File: config.mk
export PLATFORM = sky130hd
export DESIGN_NAME = urm_regs
export DESIGN_NICKNAME = d
export VERILOG_FILES = /design/src/common/urm_pkg.sv /design/src/verilog/urm_fifo.sv /design/src/verilog/urm_regs.sv /design/src/verilog/urm_skid.sv
export SDC_FILE = /design/constraint.sdc
export NUM_CORES = 1
export LEC_CHECK = 0
export BUFFER_PORTS_ARGS = -buffer_cell sky130_fd_sc_hd__buf_4
export CORE_MARGIN = 4
export CORE_UTILIZATION = 50
export DETAILED_ROUTE_END_ITERATION = 6
export GPL_TIMING_DRIVEN = 1
export PLACE_DENSITY = 0.7
export SYNTH_ARGS = -nofsm -noshare
export SYNTH_HDL_FRONTEND = slang
export SYNTH_HIERARCHICAL = 1
export SYNTH_SLANG_ARGS = --single-unit
File: constraint.sdc
create_clock -name mclk -period 3.31 [get_ports mclk]
set_input_delay 0.662 -clock mclk [delete_from_list [all_inputs] [get_ports mclk]]
set_output_delay 0.662 -clock mclk [all_outputs]
set_load 0.01 [all_outputs]
File: src/common/urm_pkg.sv
// shared constants for the uart register map and fifo control block
package urm_pkg;
	// ***************************
	// register offsets
	// ***************************
	localparam logic [2:0] OFS_DATA = 3'h0;
	localparam logic [2:0] OFS_IRQ_ENABLE = 3'h1;
	localparam logic [2:0] OFS_IDENT_FIFO = 3'h2;
	localparam logic [2:0] OFS_LINE_CONTROL = 3'h3;
	localparam logic [2:0] OFS_MODEM_CONTROL = 3'h4;
	localparam logic [2:0] OFS_LINE_STATUS = 3'h5;
	localparam logic [2:0] OFS_MODEM_STATUS = 3'h6;
	localparam logic [2:0] OFS_SCRATCH = 3'h7;
	// ***************************
	// field positions
	// ***************************
	localparam int FC_ENABLE = 0;
	localparam int FC_RX_FLUSH = 1;
	localparam int FC_TX_FLUSH = 2;
	localparam int FC_MODE = 3;
	localparam int FC_TRIG_LO = 6;
	localparam int FC_TRIG_HI = 7;
	localparam int LC_DIV_ACCESS = 7;
	localparam int IE_RX_DATA = 0;
	localparam int IE_TX_EMPTY = 1;
	localparam int IE_USED_MSB = 3;
	localparam int MC_USED_MSB = 5;
	localparam int ID_TIMEOUT = 3;
	localparam int LS_DATA_READY = 0;
	localparam int LS_THR_EMPTY = 5;
	localparam int LS_TX_EMPTY = 6;
	localparam int LS_FIFO_ERR = 7;
	// ***************************
	// reset values and codes
	// ***************************
	localparam logic [7:0] RESET_ZERO = 8'h00;
	localparam logic [7:0] ID_NONE = 8'h01;
	localparam logic [7:0] ID_RX_DATA = 8'h04;
	localparam logic [7:0] ID_TX_EMPTY = 8'h02;
	localparam logic [1:0] ID_FIFOS_ON = 2'h3;
	localparam logic [4:0] TRIG_1 = 5'h01;
	localparam logic [4:0] TRIG_4 = 5'h04;
	localparam logic [4:0] TRIG_8 = 5'h08;
	localparam logic [4:0] TRIG_14 = 5'h0e;
	localparam int FIFO_DEPTH = 16;
	localparam int STAGE_DEPTH = 2;
endpackage

File: src/verilog/urm_fifo.sv
// byte fifo with flush, valid/ready on both sides
`timescale 1ns/1ps
`default_nettype none
module urm_fifo
	import urm_pkg::*;
#(
	parameter int WIDTH = 8,
	parameter int DEPTH = FIFO_DEPTH,
	parameter int AW = $clog2(DEPTH)
)(
	input wire logic mclk,
	input wire logic srst,
	input wire logic flush,
	input wire logic in_valid,
	output logic in_ready,
	input wire logic [WIDTH-1:0] in_data,
	output logic out_valid,
	input wire logic out_ready,
	output logic [WIDTH-1:0] out_data,
	output logic [AW:0] count
);
	logic [WIDTH-1:0] mem [DEPTH];
	logic [AW-1:0] wr_ptr;
	logic [AW-1:0] rd_ptr;
	logic push;
	logic pop;

	// full at DEPTH words; the count is one bit wider than the pointers
	assign in_ready = (count != (AW+1)'(DEPTH));
	assign out_valid = (count != '0);
	assign out_data = mem[rd_ptr];
	assign push = in_valid && in_ready;
	assign pop = out_valid && out_ready;

	always_ff @(posedge mclk)
		if (push)
		begin
			mem[wr_ptr] <= in_data;
		end

	// a flush drops stored words but leaves the shifter outside untouched
	always_ff @(posedge mclk)
		if (srst || flush)
		begin
			wr_ptr <= '0;
			rd_ptr <= '0;
			count <= '0;
		end
		else
		begin
			if (push)
			begin
				wr_ptr <= (wr_ptr == AW'(DEPTH-1)) ? '0 : wr_ptr + 1'b1;
			end
			if (pop)
			begin
				rd_ptr <= (rd_ptr == AW'(DEPTH-1)) ? '0 : rd_ptr + 1'b1;
			end
			count <= count + (AW+1)'(push) - (AW+1)'(pop);
		end
endmodule // urm_fifo
`default_nettype wire

File: src/verilog/urm_regs.sv
// host register map with fifo control for one serial channel
// How it works
// - offset 2 writes fifo_control, reads interrupt_ident.
// - fifo_control bit 0 enables the receive fifo; clear means character buffer mode. The transmit fifo is always in use.
// - writes with bit 0 clear ignore other fifo_control bits; host sets bit 0.
// - any write changing the enable bit empties both fifos.
// - bit 1 flushes receive fifo and its count, self-clearing.
// - bit 2 flushes transmit fifo and its count, self-clearing.
// - with fifos enabled, bit 3 selects mode 1 ready signalling.
// - bits 4 and 5 are reserved and do nothing.
// - bits 7:6 set receive trigger: 1, 4, 8 or 14 bytes.
// - data bit 0 is the first serial bit, lsb first.
// - in character mode timeout, fifos-enabled and fifo error bits read zero.
// - offset 0 write loads transmit_holding, read returns receive_buffer.
// - interrupt_enable bit 1 enables tx empty interrupt; bits 7:4 read zero.
// - line_control bit 7 maps offsets 0 and 1 to the divisor bytes.
// - fifos-enabled bits read one while the enable bit is set.
`timescale 1ns/1ps
`default_nettype none
module urm_regs
	import urm_pkg::*;
#(
	parameter int DEPTH = FIFO_DEPTH
)(
	input wire logic mclk,
	input wire logic srst,
	input wire logic [2:0] addr,
	input wire logic wr_en,
	input wire logic rd_en,
	input wire logic [7:0] wr_data,
	output logic [7:0] rd_data,
	input wire logic rx_valid,
	output logic rx_ready,
	input wire logic [7:0] rx_data,
	input wire logic rx_error,
	input wire logic rx_timeout,
	output logic tx_valid,
	input wire logic tx_ready,
	output logic [7:0] tx_data,
	input wire logic tx_shift_busy,
	input wire logic [3:0] modem_inputs,
	output logic [7:0] line_control_out,
	output logic [15:0] divisor_out,
	output logic [5:0] modem_control_out,
	output logic receive_ready_out,
	output logic transmit_ready_out,
	output logic rx_data_irq,
	output logic tx_empty_irq
);
	// ***************************
	// registers
	// ***************************
	logic [7:0] fifo_control;
	logic [3:0] interrupt_enable;
	logic [7:0] line_control;
	logic [5:0] modem_control;
	logic [7:0] scratch_pad;
	logic [7:0] divisor_low_byte;
	logic [7:0] divisor_high_byte;
	logic [7:0] receive_buffer;
	logic rx_buf_full;
	logic rx_err_seen;
	logic thr_irq_armed;
	logic [7:0] ident_value;
	logic fifo_enable_bit;
	logic ready_signal_mode_bit;
	logic divisor_access_select;
	logic rx_flush;
	logic tx_flush;
	logic [4:0] trigger_level;
	logic [$clog2(DEPTH):0] rx_count;
	logic [$clog2(DEPTH):0] tx_count;
	logic rxf_valid;
	logic rxf_ready;
	logic [7:0] rxf_data;
	logic txf_in_ready;
	logic txf_out_valid;
	logic txf_out_ready;
	logic [7:0] txf_out_data;
	logic wr_ctrl;
	logic wr_data_reg;
	logic rd_data_reg;
	logic rd_ident;
	logic rx_ready_fifo;
	logic tx_was_empty;

	assign fifo_enable_bit = fifo_control[FC_ENABLE];
	assign ready_signal_mode_bit = fifo_control[FC_MODE] && fifo_enable_bit;
	assign divisor_access_select = line_control[LC_DIV_ACCESS];
	assign wr_ctrl = wr_en && addr == OFS_IDENT_FIFO;
	assign wr_data_reg = wr_en && addr == OFS_DATA && !divisor_access_select;
	assign rd_data_reg = rd_en && addr == OFS_DATA && !divisor_access_select;
	assign rd_ident = rd_en && addr == OFS_IDENT_FIFO;

	// ***************************
	// fifo control write
	// ***************************
	// enable change flushes both; explicit flush only counts when bit 0 set
	assign rx_flush = wr_ctrl && ((wr_data[FC_ENABLE] != fifo_enable_bit)
		|| (wr_data[FC_ENABLE] && wr_data[FC_RX_FLUSH]));
	assign tx_flush = wr_ctrl && ((wr_data[FC_ENABLE] != fifo_enable_bit)
		|| (wr_data[FC_ENABLE] && wr_data[FC_TX_FLUSH]));

	// flush bits are never stored, so they read back as self-cleared
	always_ff @(posedge mclk)
		if (srst)
		begin
			fifo_control <= RESET_ZERO;
		end
		else if (wr_ctrl)
		begin
			if (wr_data[FC_ENABLE])
			begin
				fifo_control <= {wr_data[FC_TRIG_HI:FC_TRIG_LO], 2'h0, wr_data[FC_MODE], 2'h0,
					1'b1};
			end
			else
			begin
				fifo_control <= RESET_ZERO;
			end
		end

	always_comb
		unique case (fifo_control[FC_TRIG_HI:FC_TRIG_LO])
			2'h0: trigger_level = TRIG_1;
			2'h1: trigger_level = TRIG_4;
			2'h2: trigger_level = TRIG_8;
			2'h3: trigger_level = TRIG_14;
		endcase

	// ***************************
	// other host registers
	// ***************************
	always_ff @(posedge mclk)
		if (srst)
		begin
			interrupt_enable <= 4'h0;
			line_control <= RESET_ZERO;
			modem_control <= 6'h00;
		end
		else if (wr_en)
		begin
			if (addr == OFS_IRQ_ENABLE && !divisor_access_select)
			begin
				interrupt_enable <= wr_data[IE_USED_MSB:0];
			end
			if (addr == OFS_LINE_CONTROL)
			begin
				line_control <= wr_data;
			end
			if (addr == OFS_MODEM_CONTROL)
			begin
				modem_control <= wr_data[MC_USED_MSB:0];
			end
		end

	// divisor and scratch are not touched by reset
	always_ff @(posedge mclk)
		if (wr_en)
		begin
			if (addr == OFS_DATA && divisor_access_select)
			begin
				divisor_low_byte <= wr_data;
			end
			if (addr == OFS_IRQ_ENABLE && divisor_access_select)
			begin
				divisor_high_byte <= wr_data;
			end
			if (addr == OFS_SCRATCH)
			begin
				scratch_pad <= wr_data;
			end
		end

	// ***************************
	// receive path
	// ***************************
	urm_fifo #(.WIDTH(8), .DEPTH(DEPTH)) rx_fifo (
		.mclk(mclk),
		.srst(srst),
		.flush(rx_flush),
		.in_valid(rx_valid && fifo_enable_bit),
		.in_ready(rx_ready_fifo),
		.in_data(rx_data),
		.out_valid(rxf_valid),
		.out_ready(rxf_ready),
		.out_data(rxf_data),
		.count(rx_count)
	);
	assign rxf_ready = rd_data_reg && fifo_enable_bit;
	// character mode: single holding byte, new byte overwrites (overrun is upstream's)
	assign rx_ready = fifo_enable_bit ? rx_ready_fifo : 1'b1;

	always_ff @(posedge mclk)
		if (srst || rx_flush)
		begin
			rx_buf_full <= 1'b0;
		end
		else if (!fifo_enable_bit)
		begin
			if (rx_valid)
			begin
				rx_buf_full <= 1'b1; // set wins over the read clear
			end
			else if (rd_data_reg)
			begin
				rx_buf_full <= 1'b0;
			end
		end

	always_ff @(posedge mclk)
		if (!fifo_enable_bit && rx_valid)
		begin
			receive_buffer <= rx_data;
		end

	always_ff @(posedge mclk)
		if (srst || rx_flush)
		begin
			rx_err_seen <= 1'b0;
		end
		else if (rx_error)
		begin
			rx_err_seen <= 1'b1;
		end
		else if (rd_en && addr == OFS_LINE_STATUS)
		begin
			rx_err_seen <= 1'b0;
		end

	// ***************************
	// transmit path
	// ***************************
	urm_fifo #(.WIDTH(8), .DEPTH(DEPTH)) tx_fifo (
		.mclk(mclk),
		.srst(srst),
		.flush(tx_flush),
		.in_valid(wr_data_reg),
		.in_ready(txf_in_ready),
		.in_data(wr_data),
		.out_valid(txf_out_valid),
		.out_ready(txf_out_ready),
		.out_data(txf_out_data),
		.count(tx_count)
	);
	// the stage decouples a stalled shifter from the host write timing
	urm_skid #(.WIDTH(8)) tx_stage (
		.mclk(mclk),
		.srst(srst),
		.flush(tx_flush),
		.in_valid(txf_out_valid),
		.in_ready(txf_out_ready),
		.in_data(txf_out_data),
		.out_valid(tx_valid),
		.out_ready(tx_ready),
		.out_data(tx_data)
	);

	// tx empty interrupt arms at reset and on the step into empty only, so an ident read clears it for good
	always_ff @(posedge mclk)
		tx_was_empty <= srst || (tx_count == '0 && !tx_valid);

	always_ff @(posedge mclk)
		if (srst)
		begin
			thr_irq_armed <= 1'b1;
		end
		else if (wr_data_reg || tx_count != '0 || tx_valid)
		begin
			thr_irq_armed <= 1'b0;
		end
		else if (!tx_was_empty)
		begin
			thr_irq_armed <= 1'b1; // set wins over the ident read clear
		end
		else if (rd_ident && ident_value[3:0] == ID_TX_EMPTY[3:0])
		begin
			thr_irq_armed <= 1'b0;
		end

	// ***************************
	// outputs and read mux
	// ***************************
	assign rx_data_irq = interrupt_enable[IE_RX_DATA] && (fifo_enable_bit ?
		({1'b0, rx_count} >= {1'b0, trigger_level}) || rx_timeout : rx_buf_full);
	assign tx_empty_irq = interrupt_enable[IE_TX_EMPTY] && thr_irq_armed;
	// mode 0: ready while any byte / fifo empty; mode 1: trigger / room at all
	assign receive_ready_out = ready_signal_mode_bit ?
		({1'b0, rx_count} >= {1'b0, trigger_level}) || rx_timeout :
		(fifo_enable_bit ? rxf_valid : rx_buf_full);
	assign transmit_ready_out = ready_signal_mode_bit ? txf_in_ready :
		(tx_count == '0 && !tx_valid);
	assign line_control_out = line_control;
	assign divisor_out = {divisor_high_byte, divisor_low_byte};
	assign modem_control_out = modem_control;

	always_comb
	begin
		ident_value = ID_NONE;
		if (rx_data_irq)
		begin
			ident_value = ID_RX_DATA;
			ident_value[ID_TIMEOUT] = fifo_enable_bit && rx_timeout;
		end
		else if (tx_empty_irq)
		begin
			ident_value = ID_TX_EMPTY;
		end
		ident_value[7:6] = fifo_enable_bit ? ID_FIFOS_ON : 2'h0;
	end

	always_ff @(posedge mclk)
		if (srst)
		begin
			rd_data <= RESET_ZERO;
		end
		else if (rd_en)
		begin
			unique case (addr)
				OFS_DATA: rd_data <= divisor_access_select ? divisor_low_byte :
					(fifo_enable_bit ? rxf_data : receive_buffer);
				OFS_IRQ_ENABLE: rd_data <= divisor_access_select ? divisor_high_byte :
					{4'h0, interrupt_enable};
				OFS_IDENT_FIFO: rd_data <= ident_value;
				OFS_LINE_CONTROL: rd_data <= line_control;
				OFS_MODEM_CONTROL: rd_data <= {2'h0, modem_control};
				OFS_LINE_STATUS:
				begin
					rd_data <= RESET_ZERO;
					rd_data[LS_DATA_READY] <= fifo_enable_bit ? rxf_valid : rx_buf_full;
					rd_data[LS_THR_EMPTY] <= (tx_count == '0);
					rd_data[LS_TX_EMPTY] <= (tx_count == '0) && !tx_valid && !tx_shift_busy;
					rd_data[LS_FIFO_ERR] <= fifo_enable_bit && rx_err_seen;
				end
				OFS_MODEM_STATUS: rd_data <= {modem_inputs, 4'h0};
				OFS_SCRATCH: rd_data <= scratch_pad;
			endcase
		end
endmodule // urm_regs
`default_nettype wire

File: src/verilog/urm_skid.sv
// two-entry buffer so a stalled receiver loses no word
`timescale 1ns/1ps
`default_nettype none
module urm_skid
	import urm_pkg::*;
#(
	parameter int WIDTH = 8
)(
	input wire logic mclk,
	input wire logic srst,
	input wire logic flush,
	input wire logic in_valid,
	output logic in_ready,
	input wire logic [WIDTH-1:0] in_data,
	output logic out_valid,
	input wire logic out_ready,
	output logic [WIDTH-1:0] out_data
);
	logic [WIDTH-1:0] slot [STAGE_DEPTH];
	logic [1:0] fill;
	logic push;
	logic pop;

	assign in_ready = (fill != 2'h2);
	assign out_valid = (fill != 2'h0);
	assign out_data = slot[0];
	assign push = in_valid && in_ready;
	assign pop = out_valid && out_ready;

	// slot 0 is always the head; shift on pop
	always_ff @(posedge mclk)
		if (srst || flush)
		begin
			fill <= 2'h0;
		end
		else
		begin
			fill <= fill + 2'(push) - 2'(pop);
		end

	always_ff @(posedge mclk)
	begin
		if (pop)
		begin
			slot[0] <= (fill == 2'h2) ? slot[1] : in_data;
		end
		else if (push && fill == 2'h0)
		begin
			slot[0] <= in_data;
		end
		if (push && ((fill == 2'h1 && !pop) || (fill == 2'h2)))
		begin
			slot[1] <= in_data;
		end
	end
endmodule // urm_skid
`default_nettype wire
Word level (Yosys, flattened, before mapping)
Memories as Yosys holds them, arrays and structs flattened. A register that Yosys moved wholly into a read port is not among the register bits. Cells that the tools add are included.

Bits in registers: 98. RAM bits: 272. Input port bits: 32. Output and inout port bits: 52. Memories kept: 3.

Add/sub/neg operators: 10. Magnitude comparators: 1. Eq/ne operators: 22. Multiplexer cells: 45. Bitwise gates (word level): 2. Reduce and logical (&&, ||, !) cells: 64.

Memories: rx_fifo.mem (depth 16, width 8, rd ports 1, clocked after memory_dff 1, write ports 1, line urm_fifo.sv:22) `logic [WIDTH-1:0] mem [DEPTH];`; tx_fifo.mem (depth 16, width 8, rd ports 1, clocked after memory_dff 1, write ports 1, line urm_fifo.sv:22); tx_stage.slot (depth 2, width 8, rd ports 2, clocked after memory_dff 0, write ports 1, line urm_skid.sv:19) `logic [WIDTH-1:0] slot [STAGE_DEPTH];`.

Operators by type and width (number): $pmux W8 S8 (1); $mux W8 (7); $mux W4 (9); $logic_and A1 B1 Y1 (33); $mux W1 (25); $pmux W5 S4 (1); $add A4 B1 Y4 const B (4); $eq A4 B4 Y1 const B (4); $reduce_and A2 Y1 (7); $eq A3 B3 Y1 const B (4); $add A5 B1 Y5 (2); $ne A5 B5 Y1 const B (2); $reduce_bool A5 Y1 (2); $sub A5 B1 Y5 (2); $logic_or A1 B1 Y1 (9); $reduce_or A8 Y1 (1); $eq A2 B2 Y1 const B (3); $eq A3 B2 Y1 const B (2); $reduce_bool A2 Y1 (3); $ge A5 B5 Y1 (1); $logic_not A1 Y1 (5); $logic_not A5 Y1 (1); $eq A2 B1 Y1 const B (2); $eq A4 B2 Y1 const B (1); 11 further kinds (13).

Logic depth before layout (Yosys ltp)
Word-level depth: 12. Mapped depth: 16. Depth with buffers taken out: 14.

By module
The synthesis kept the hierarchy.

By module, submodules not included: urm_fifo (rx_fifo) (times used 1, cells an instance 307, area an instance 5825.6 sq um); urm_fifo (tx_fifo) (times used 1, cells an instance 307, area an instance 5824.3 sq um); urm_regs (times used 1, cells an instance 313, area an instance 3171.8 sq um); urm_skid (times used 1, cells an instance 49, area an instance 855.8 sq um).

Worst setup path after synthesis
No wires, ideal clock.

Path kind: input to register. From: in addr[2]. To: reg tx_fifo.count[4]. Setup time: 0.121 ns. Arrival time: 3.111 ns. Required time: 3.189 ns. Path slack: 0.078 ns. Stages: 15. Path buffers: 2. Cells stage by stage: buf_4 buf_4 nand2b_1 or3_1 inv_1 nand2_1 ha_1 inv_1 ha_1 inv_1 fa_1 nand2b_1 a21oi_1 o21ai_0 nor3b_1.

Longest elaborated chain between the ends: 6. Elaborated cells on any way between the ends: 10. Classes of those cells: 2 x add/sub; 1 x eq/ne; 7 x reduce/logical.

RTL lines: start, declared (line urm_regs.sv:27) `input wire logic [2:0] addr,`; $logic_not A3 Y1 (line urm_regs.sv:91) `assign wr_data_reg = wr_en && addr == OFS_DATA && !divisor_access_select;`; $logic_and A1 B1 Y1 (2 in a row) (line urm_regs.sv:91); via wr_data_reg (line urm_regs.sv:81) `logic wr_data_reg;`; $logic_and A1 B1 Y1 (line urm_fifo.sv:32) `assign push = in_valid && in_ready;`; $add A5 B1 Y5 (line urm_fifo.sv:59) `count <= count + (AW+1)'(push) - (AW+1)'(pop);`; $sub A5 B1 Y5 (line urm_fifo.sv:59); end signal, assigned (line urm_fifo.sv:59); end, declared (line urm_fifo.sv:20) `output logic [AW:0] count`.

The timed path passes the listed nets, and every way through them passes these cells. A chain may end at the register's enable or synchronous reset.

Worst setup path in the final report
From: reg fifo_control[7]. To: out rx_data_irq.

Longest elaborated chain between the ends: 6. Elaborated cells on any way between the ends: 9. Classes of those cells: 1 x order compare; 3 x eq/ne; 2 x mux; 3 x reduce/logical.

RTL lines: start, declared (line urm_regs.sv:53) `logic [7:0] fifo_control;`; start signal, assigned (line urm_regs.sv:114) `fifo_control <= {wr_data[FC_TRIG_HI:FC_TRIG_LO], 2'h0, wr_data[FC_MODE], 2'h0,`; $eq A2 B2 Y1 (tied with other cells) (line urm_regs.sv:124) `unique case (fifo_control[FC_TRIG_HI:FC_TRIG_LO])`; $pmux W5 S4 * (line urm_regs.sv:124); $ge A5 B5 Y1 * (line urm_regs.sv:285) `({1'b0, rx_count} >= {1'b0, trigger_level}) || rx_timeout : rx_buf_full);`; $logic_or A1 B1 Y1 * (line urm_regs.sv:285); $mux W1 * (line urm_regs.sv:284) `assign rx_data_irq = interrupt_enable[IE_RX_DATA] && (fifo_enable_bit ?`; $logic_and A1 B1 Y1 * (line urm_regs.sv:284); end, declared (line urm_regs.sv:47) `output logic rx_data_irq,`.

Mark *: on every way between the ends. The rest lies on a longest branch, timed or not. The select of a mux whose other input is x is not followed.

==> results.py <==
metrics = {
    "outcome": {
        "outcome": "complete, no violations",
    },
    "timing": {
        "rsz0062_at_grt": "no",
        "slew_viol_final": 0,
        "skew_ns": 0.0339,
        "max_freq_mhz": 330,
        "setup_viol": 0,
        "period_share_pct": 91.7,
        "period_minus_slack_ns": 3.03,
        "whs_ns": 0.407,
        "finalSetupTns_ns": 0,
        "worst_pin_slew_ns": 0.752,
        "finalHoldViolCount": 0,
        "maxSlewHeadroom_pct": 49.8,
    },
    "floorplan": {
        "io_pins": 84,
        "die_w_um": 185,
        "fp-row-count": 64,
        "core_area_sq_um": 30700,
        "die_area_sq_um": 34300,
        "initial_core_util_pct": 51.0,
        "die_h_um": 185,
    },
    "route": {
        "drcViolationCount": 0,
        "wl_per_cell_um": 22.5,
        "first_pass_iters": 5,
        "postRouteWirelength_mm": 33.7,
        "drtIter0Drc": 703,
        "ant_nets": 0,
        "vias_per_cell": 5.80,
        "vias": 8684,
    },
    "power": {
        "ir_drop_mv": 0.502,
        "power.leakage_nw": 6.17,
        "totalPowerFinal_w": 0.0115,
        "powerDensity_nw_per_um2": 644,
    },
    "synth": {
        "ys.flop_type": "edfxtp_1",
        "yosysSeqAreaShare_pct": 67.2,
        "yosysWarnings": 6,
        "syn_area_per_cell_sq_um": 16.1,
        "synth-seq-cells": 374,
        "synth_edf_count": 304,
        "synth_cell_types": 70,
        "synthArstFlopShare_pct": 0,
        "synth.net_count": 1038,
        "syn_area_sq_um": 15700,
        "synthCells": 976,
    },
    "place": {
        "dp_hpwl_mm": 22.3,
        "dp.cells": 1425,
        "place_congestion": 0.822,
        "port_buffers": 83,
    },
    "clock_network": {
        "cts-buffers-inserted": 39,
        "cts_buffer_depth": 3,
        "cts_tree": "yes",
        "clk_pin_slew_ns": 0.07,
        "cts_resized": 0,
        "cts-root-buf": "clkbuf_16",
        "cts_setup_buffers": 0,
        "clkSinkCount": 374,
        "cts_hold_buf": 0,
        "clock_latency_ns": 0.55,
        "cts.htree.levels": 2,
    },
    "grt": {
        "first_global_vias": 8781,
        "gr-total-overflow": 0,
        "grt.total_usage_pct": 19.9,
        "grt_max_degree": 41,
        "grt_pass1_wl_mm": 51.9,
        "antenna_found_initial": 1,
    },
    "worst_setup_path": {
        "critPathCaptureType": "output pin",
        "arrival_ns": 2.37,
        "crit_type": "reg2out",
        "crit_required_ns": 2.65,
        "cp-start-kind": "flop",
        "crit_fanout": 4,
    },
    "final_layout": {
        "area_growth_pct": 14.3,
        "stdcell_count": 1496,
        "num-fill-cells": 2362,
        "antenna_cells": 0,
        "num-nets-final": 1132,
        "top_regs": "rx_fifo/mem x128, tx_fifo/mem x128, tx_stage/slot x16",
        "drive_gt1_share_pct": 21.0,
    },
    "flow_run": {
        "cap_violations": 0,
    },
    "min_path": {
        "hp-class": "in2reg",
    },
}
## kinds of logic (layout without fill, tap and decap cells)
kind of cell | Yosys count | in the layout | share of synthesized area (%)
AO/OA/AOI/OAI | 126 | 126 | 5.31
XOR/XNOR | 11 | 11 | 0.702
adder cells (fa/ha/maj) | 30 | 30 | 2.49
buffers and inverters | 89 | 213 | 3.22
flip-flops | 374 | 374 | 67.2
multiplexers | 104 | 104 | 12.8
AND/OR/NAND/NOR | 242 | 242 | 8.29
## layer usage
metal	track usage [%]	routed length, um
met3	3.48	1790
met5	0	17
met2	32.0	16400
met1	28.3	14700
met4	5.58	768
## cell usage after synthesis (4+ instances only)
| cell | instances | area share [%] |
|---|---|---|
| edfxtp_1 | 304 | 58 |
| dfxtp_1 | 70 | 8.9 |
| nand2_1 | 65 | 1.6 |
| nor2_1 | 49 | 1.2 |
| inv_1 | 38 | 0.91 |
| a21oi_1 | 37 | 1.2 |
| mux4_2 | 37 | 5.3 |
| a22oi_1 | 33 | 1.6 |
| and2_1 | 31 | 1.2 |
| ha_1 | 28 | 2.2 |
| mux4_1 | 28 | 4.7 |
| mux2i_1 | 25 | 1.6 |
| o21ai_0 | 21 | 0.67 |
| nand3_1 | 16 | 0.51 |
| buf_4 | 15 | 0.72 |
| and3_1 | 13 | 0.52 |
| buf_2 | 10 | 0.32 |
| clkbuf_1 | 10 | 0.24 |
| mux2_4 | 9 | 0.86 |
| nor2b_1 | 9 | 0.36 |
| nor3_1 | 9 | 0.29 |
| nand2b_1 | 8 | 0.32 |
| nor3b_1 | 8 | 0.38 |
| buf_6 | 6 | 0.43 |
| clkdlybuf4s25_2 | 6 | 0.38 |
| xnor2_1 | 6 | 0.34 |
| mux2_2 | 5 | 0.36 |
| a311o_1 | 4 | 0.26 |
| xor2_1 | 4 | 0.22 |
## power breakdown
group          total [W]  switching, W  internal, W  leakage (nW)
Sequential       0.00545      0.000139      0.00531          3.32
Combinational    0.00177      0.000883     0.000888          2.22
Clock            0.00433       0.00183      0.00250         0.630
Total             0.0115       0.00285      0.00869          6.17
## final timing paths
kind	start	to	slack, ns	cells after the start
hold reg to reg	line_control_out[1]$_SDFFE_PP0P_	line_control_out[1]$_SDFFE_PP0P_	0.49	2
setup / recovery	fifo_control[7]$_SDFFE_PP0P_	rx_data_irq	0.28	7
setup reg to reg	tx_fifo/count[3]$_SDFF_PP0_	tx_fifo/count[4]$_SDFF_PP0_	0.32	14
hold / removal	tx_shift_busy	rd_data[6]$_SDFFE_PP0P_	0.41	4
## final cells by class
cell class / instances / area (sq um) / share of cell area (%)
Clock buffer: 49 / 1030 / 5.77
Clock inverter: 22 / 251 / 1.40
Inverter: 38 / 143 / 0.796
Multi-Input combinational cell: 513 / 4650 / 25.9
Sequential cell: 374 / 10500 / 58.8
Tap cell: 396 / 495 / 2.76
Timing Repair Buffer: 104 / 818 / 4.57
## worst max-delay path, stage by stage (launching register included)
cell and delay [ns]:
dfxtp_1 0.40, inv_1 0.06, ha_1 0.19, nor3_1 0.20
o21ai_0 0.20, o21ai_0 0.43, inv_1 0.16, buf_4 0.18
## cells in the final DEF, fill, tap and decap left out, types with 13 or more instances in the layout
cell type,n
edfxtp_1,304
buf_4,101
dfxtp_1,68
nand2_1,65
nor2_1,49
clkbuf_16,39
inv_1,38
a21oi_1,37
mux4_2,37
a22oi_1,33
and2_1,31
ha_1,28
mux4_1,28
mux2i_1,25
o21ai_0,21
nand3_1,16
and3_1,13
## metrics by stage
stage	setup WS, ns	instance area [sq um]	utilization [%]
after floorplan	0.0780	15700	-
after global placement	0.119	16600	54.1
after detailed placement	0.0591	16600	54.1
after CTS	0.212	17900	58.3
after global routing	0.0518	17900	58.3
final	0.275	17900	58.3
(Power assumes the default switching activity.)
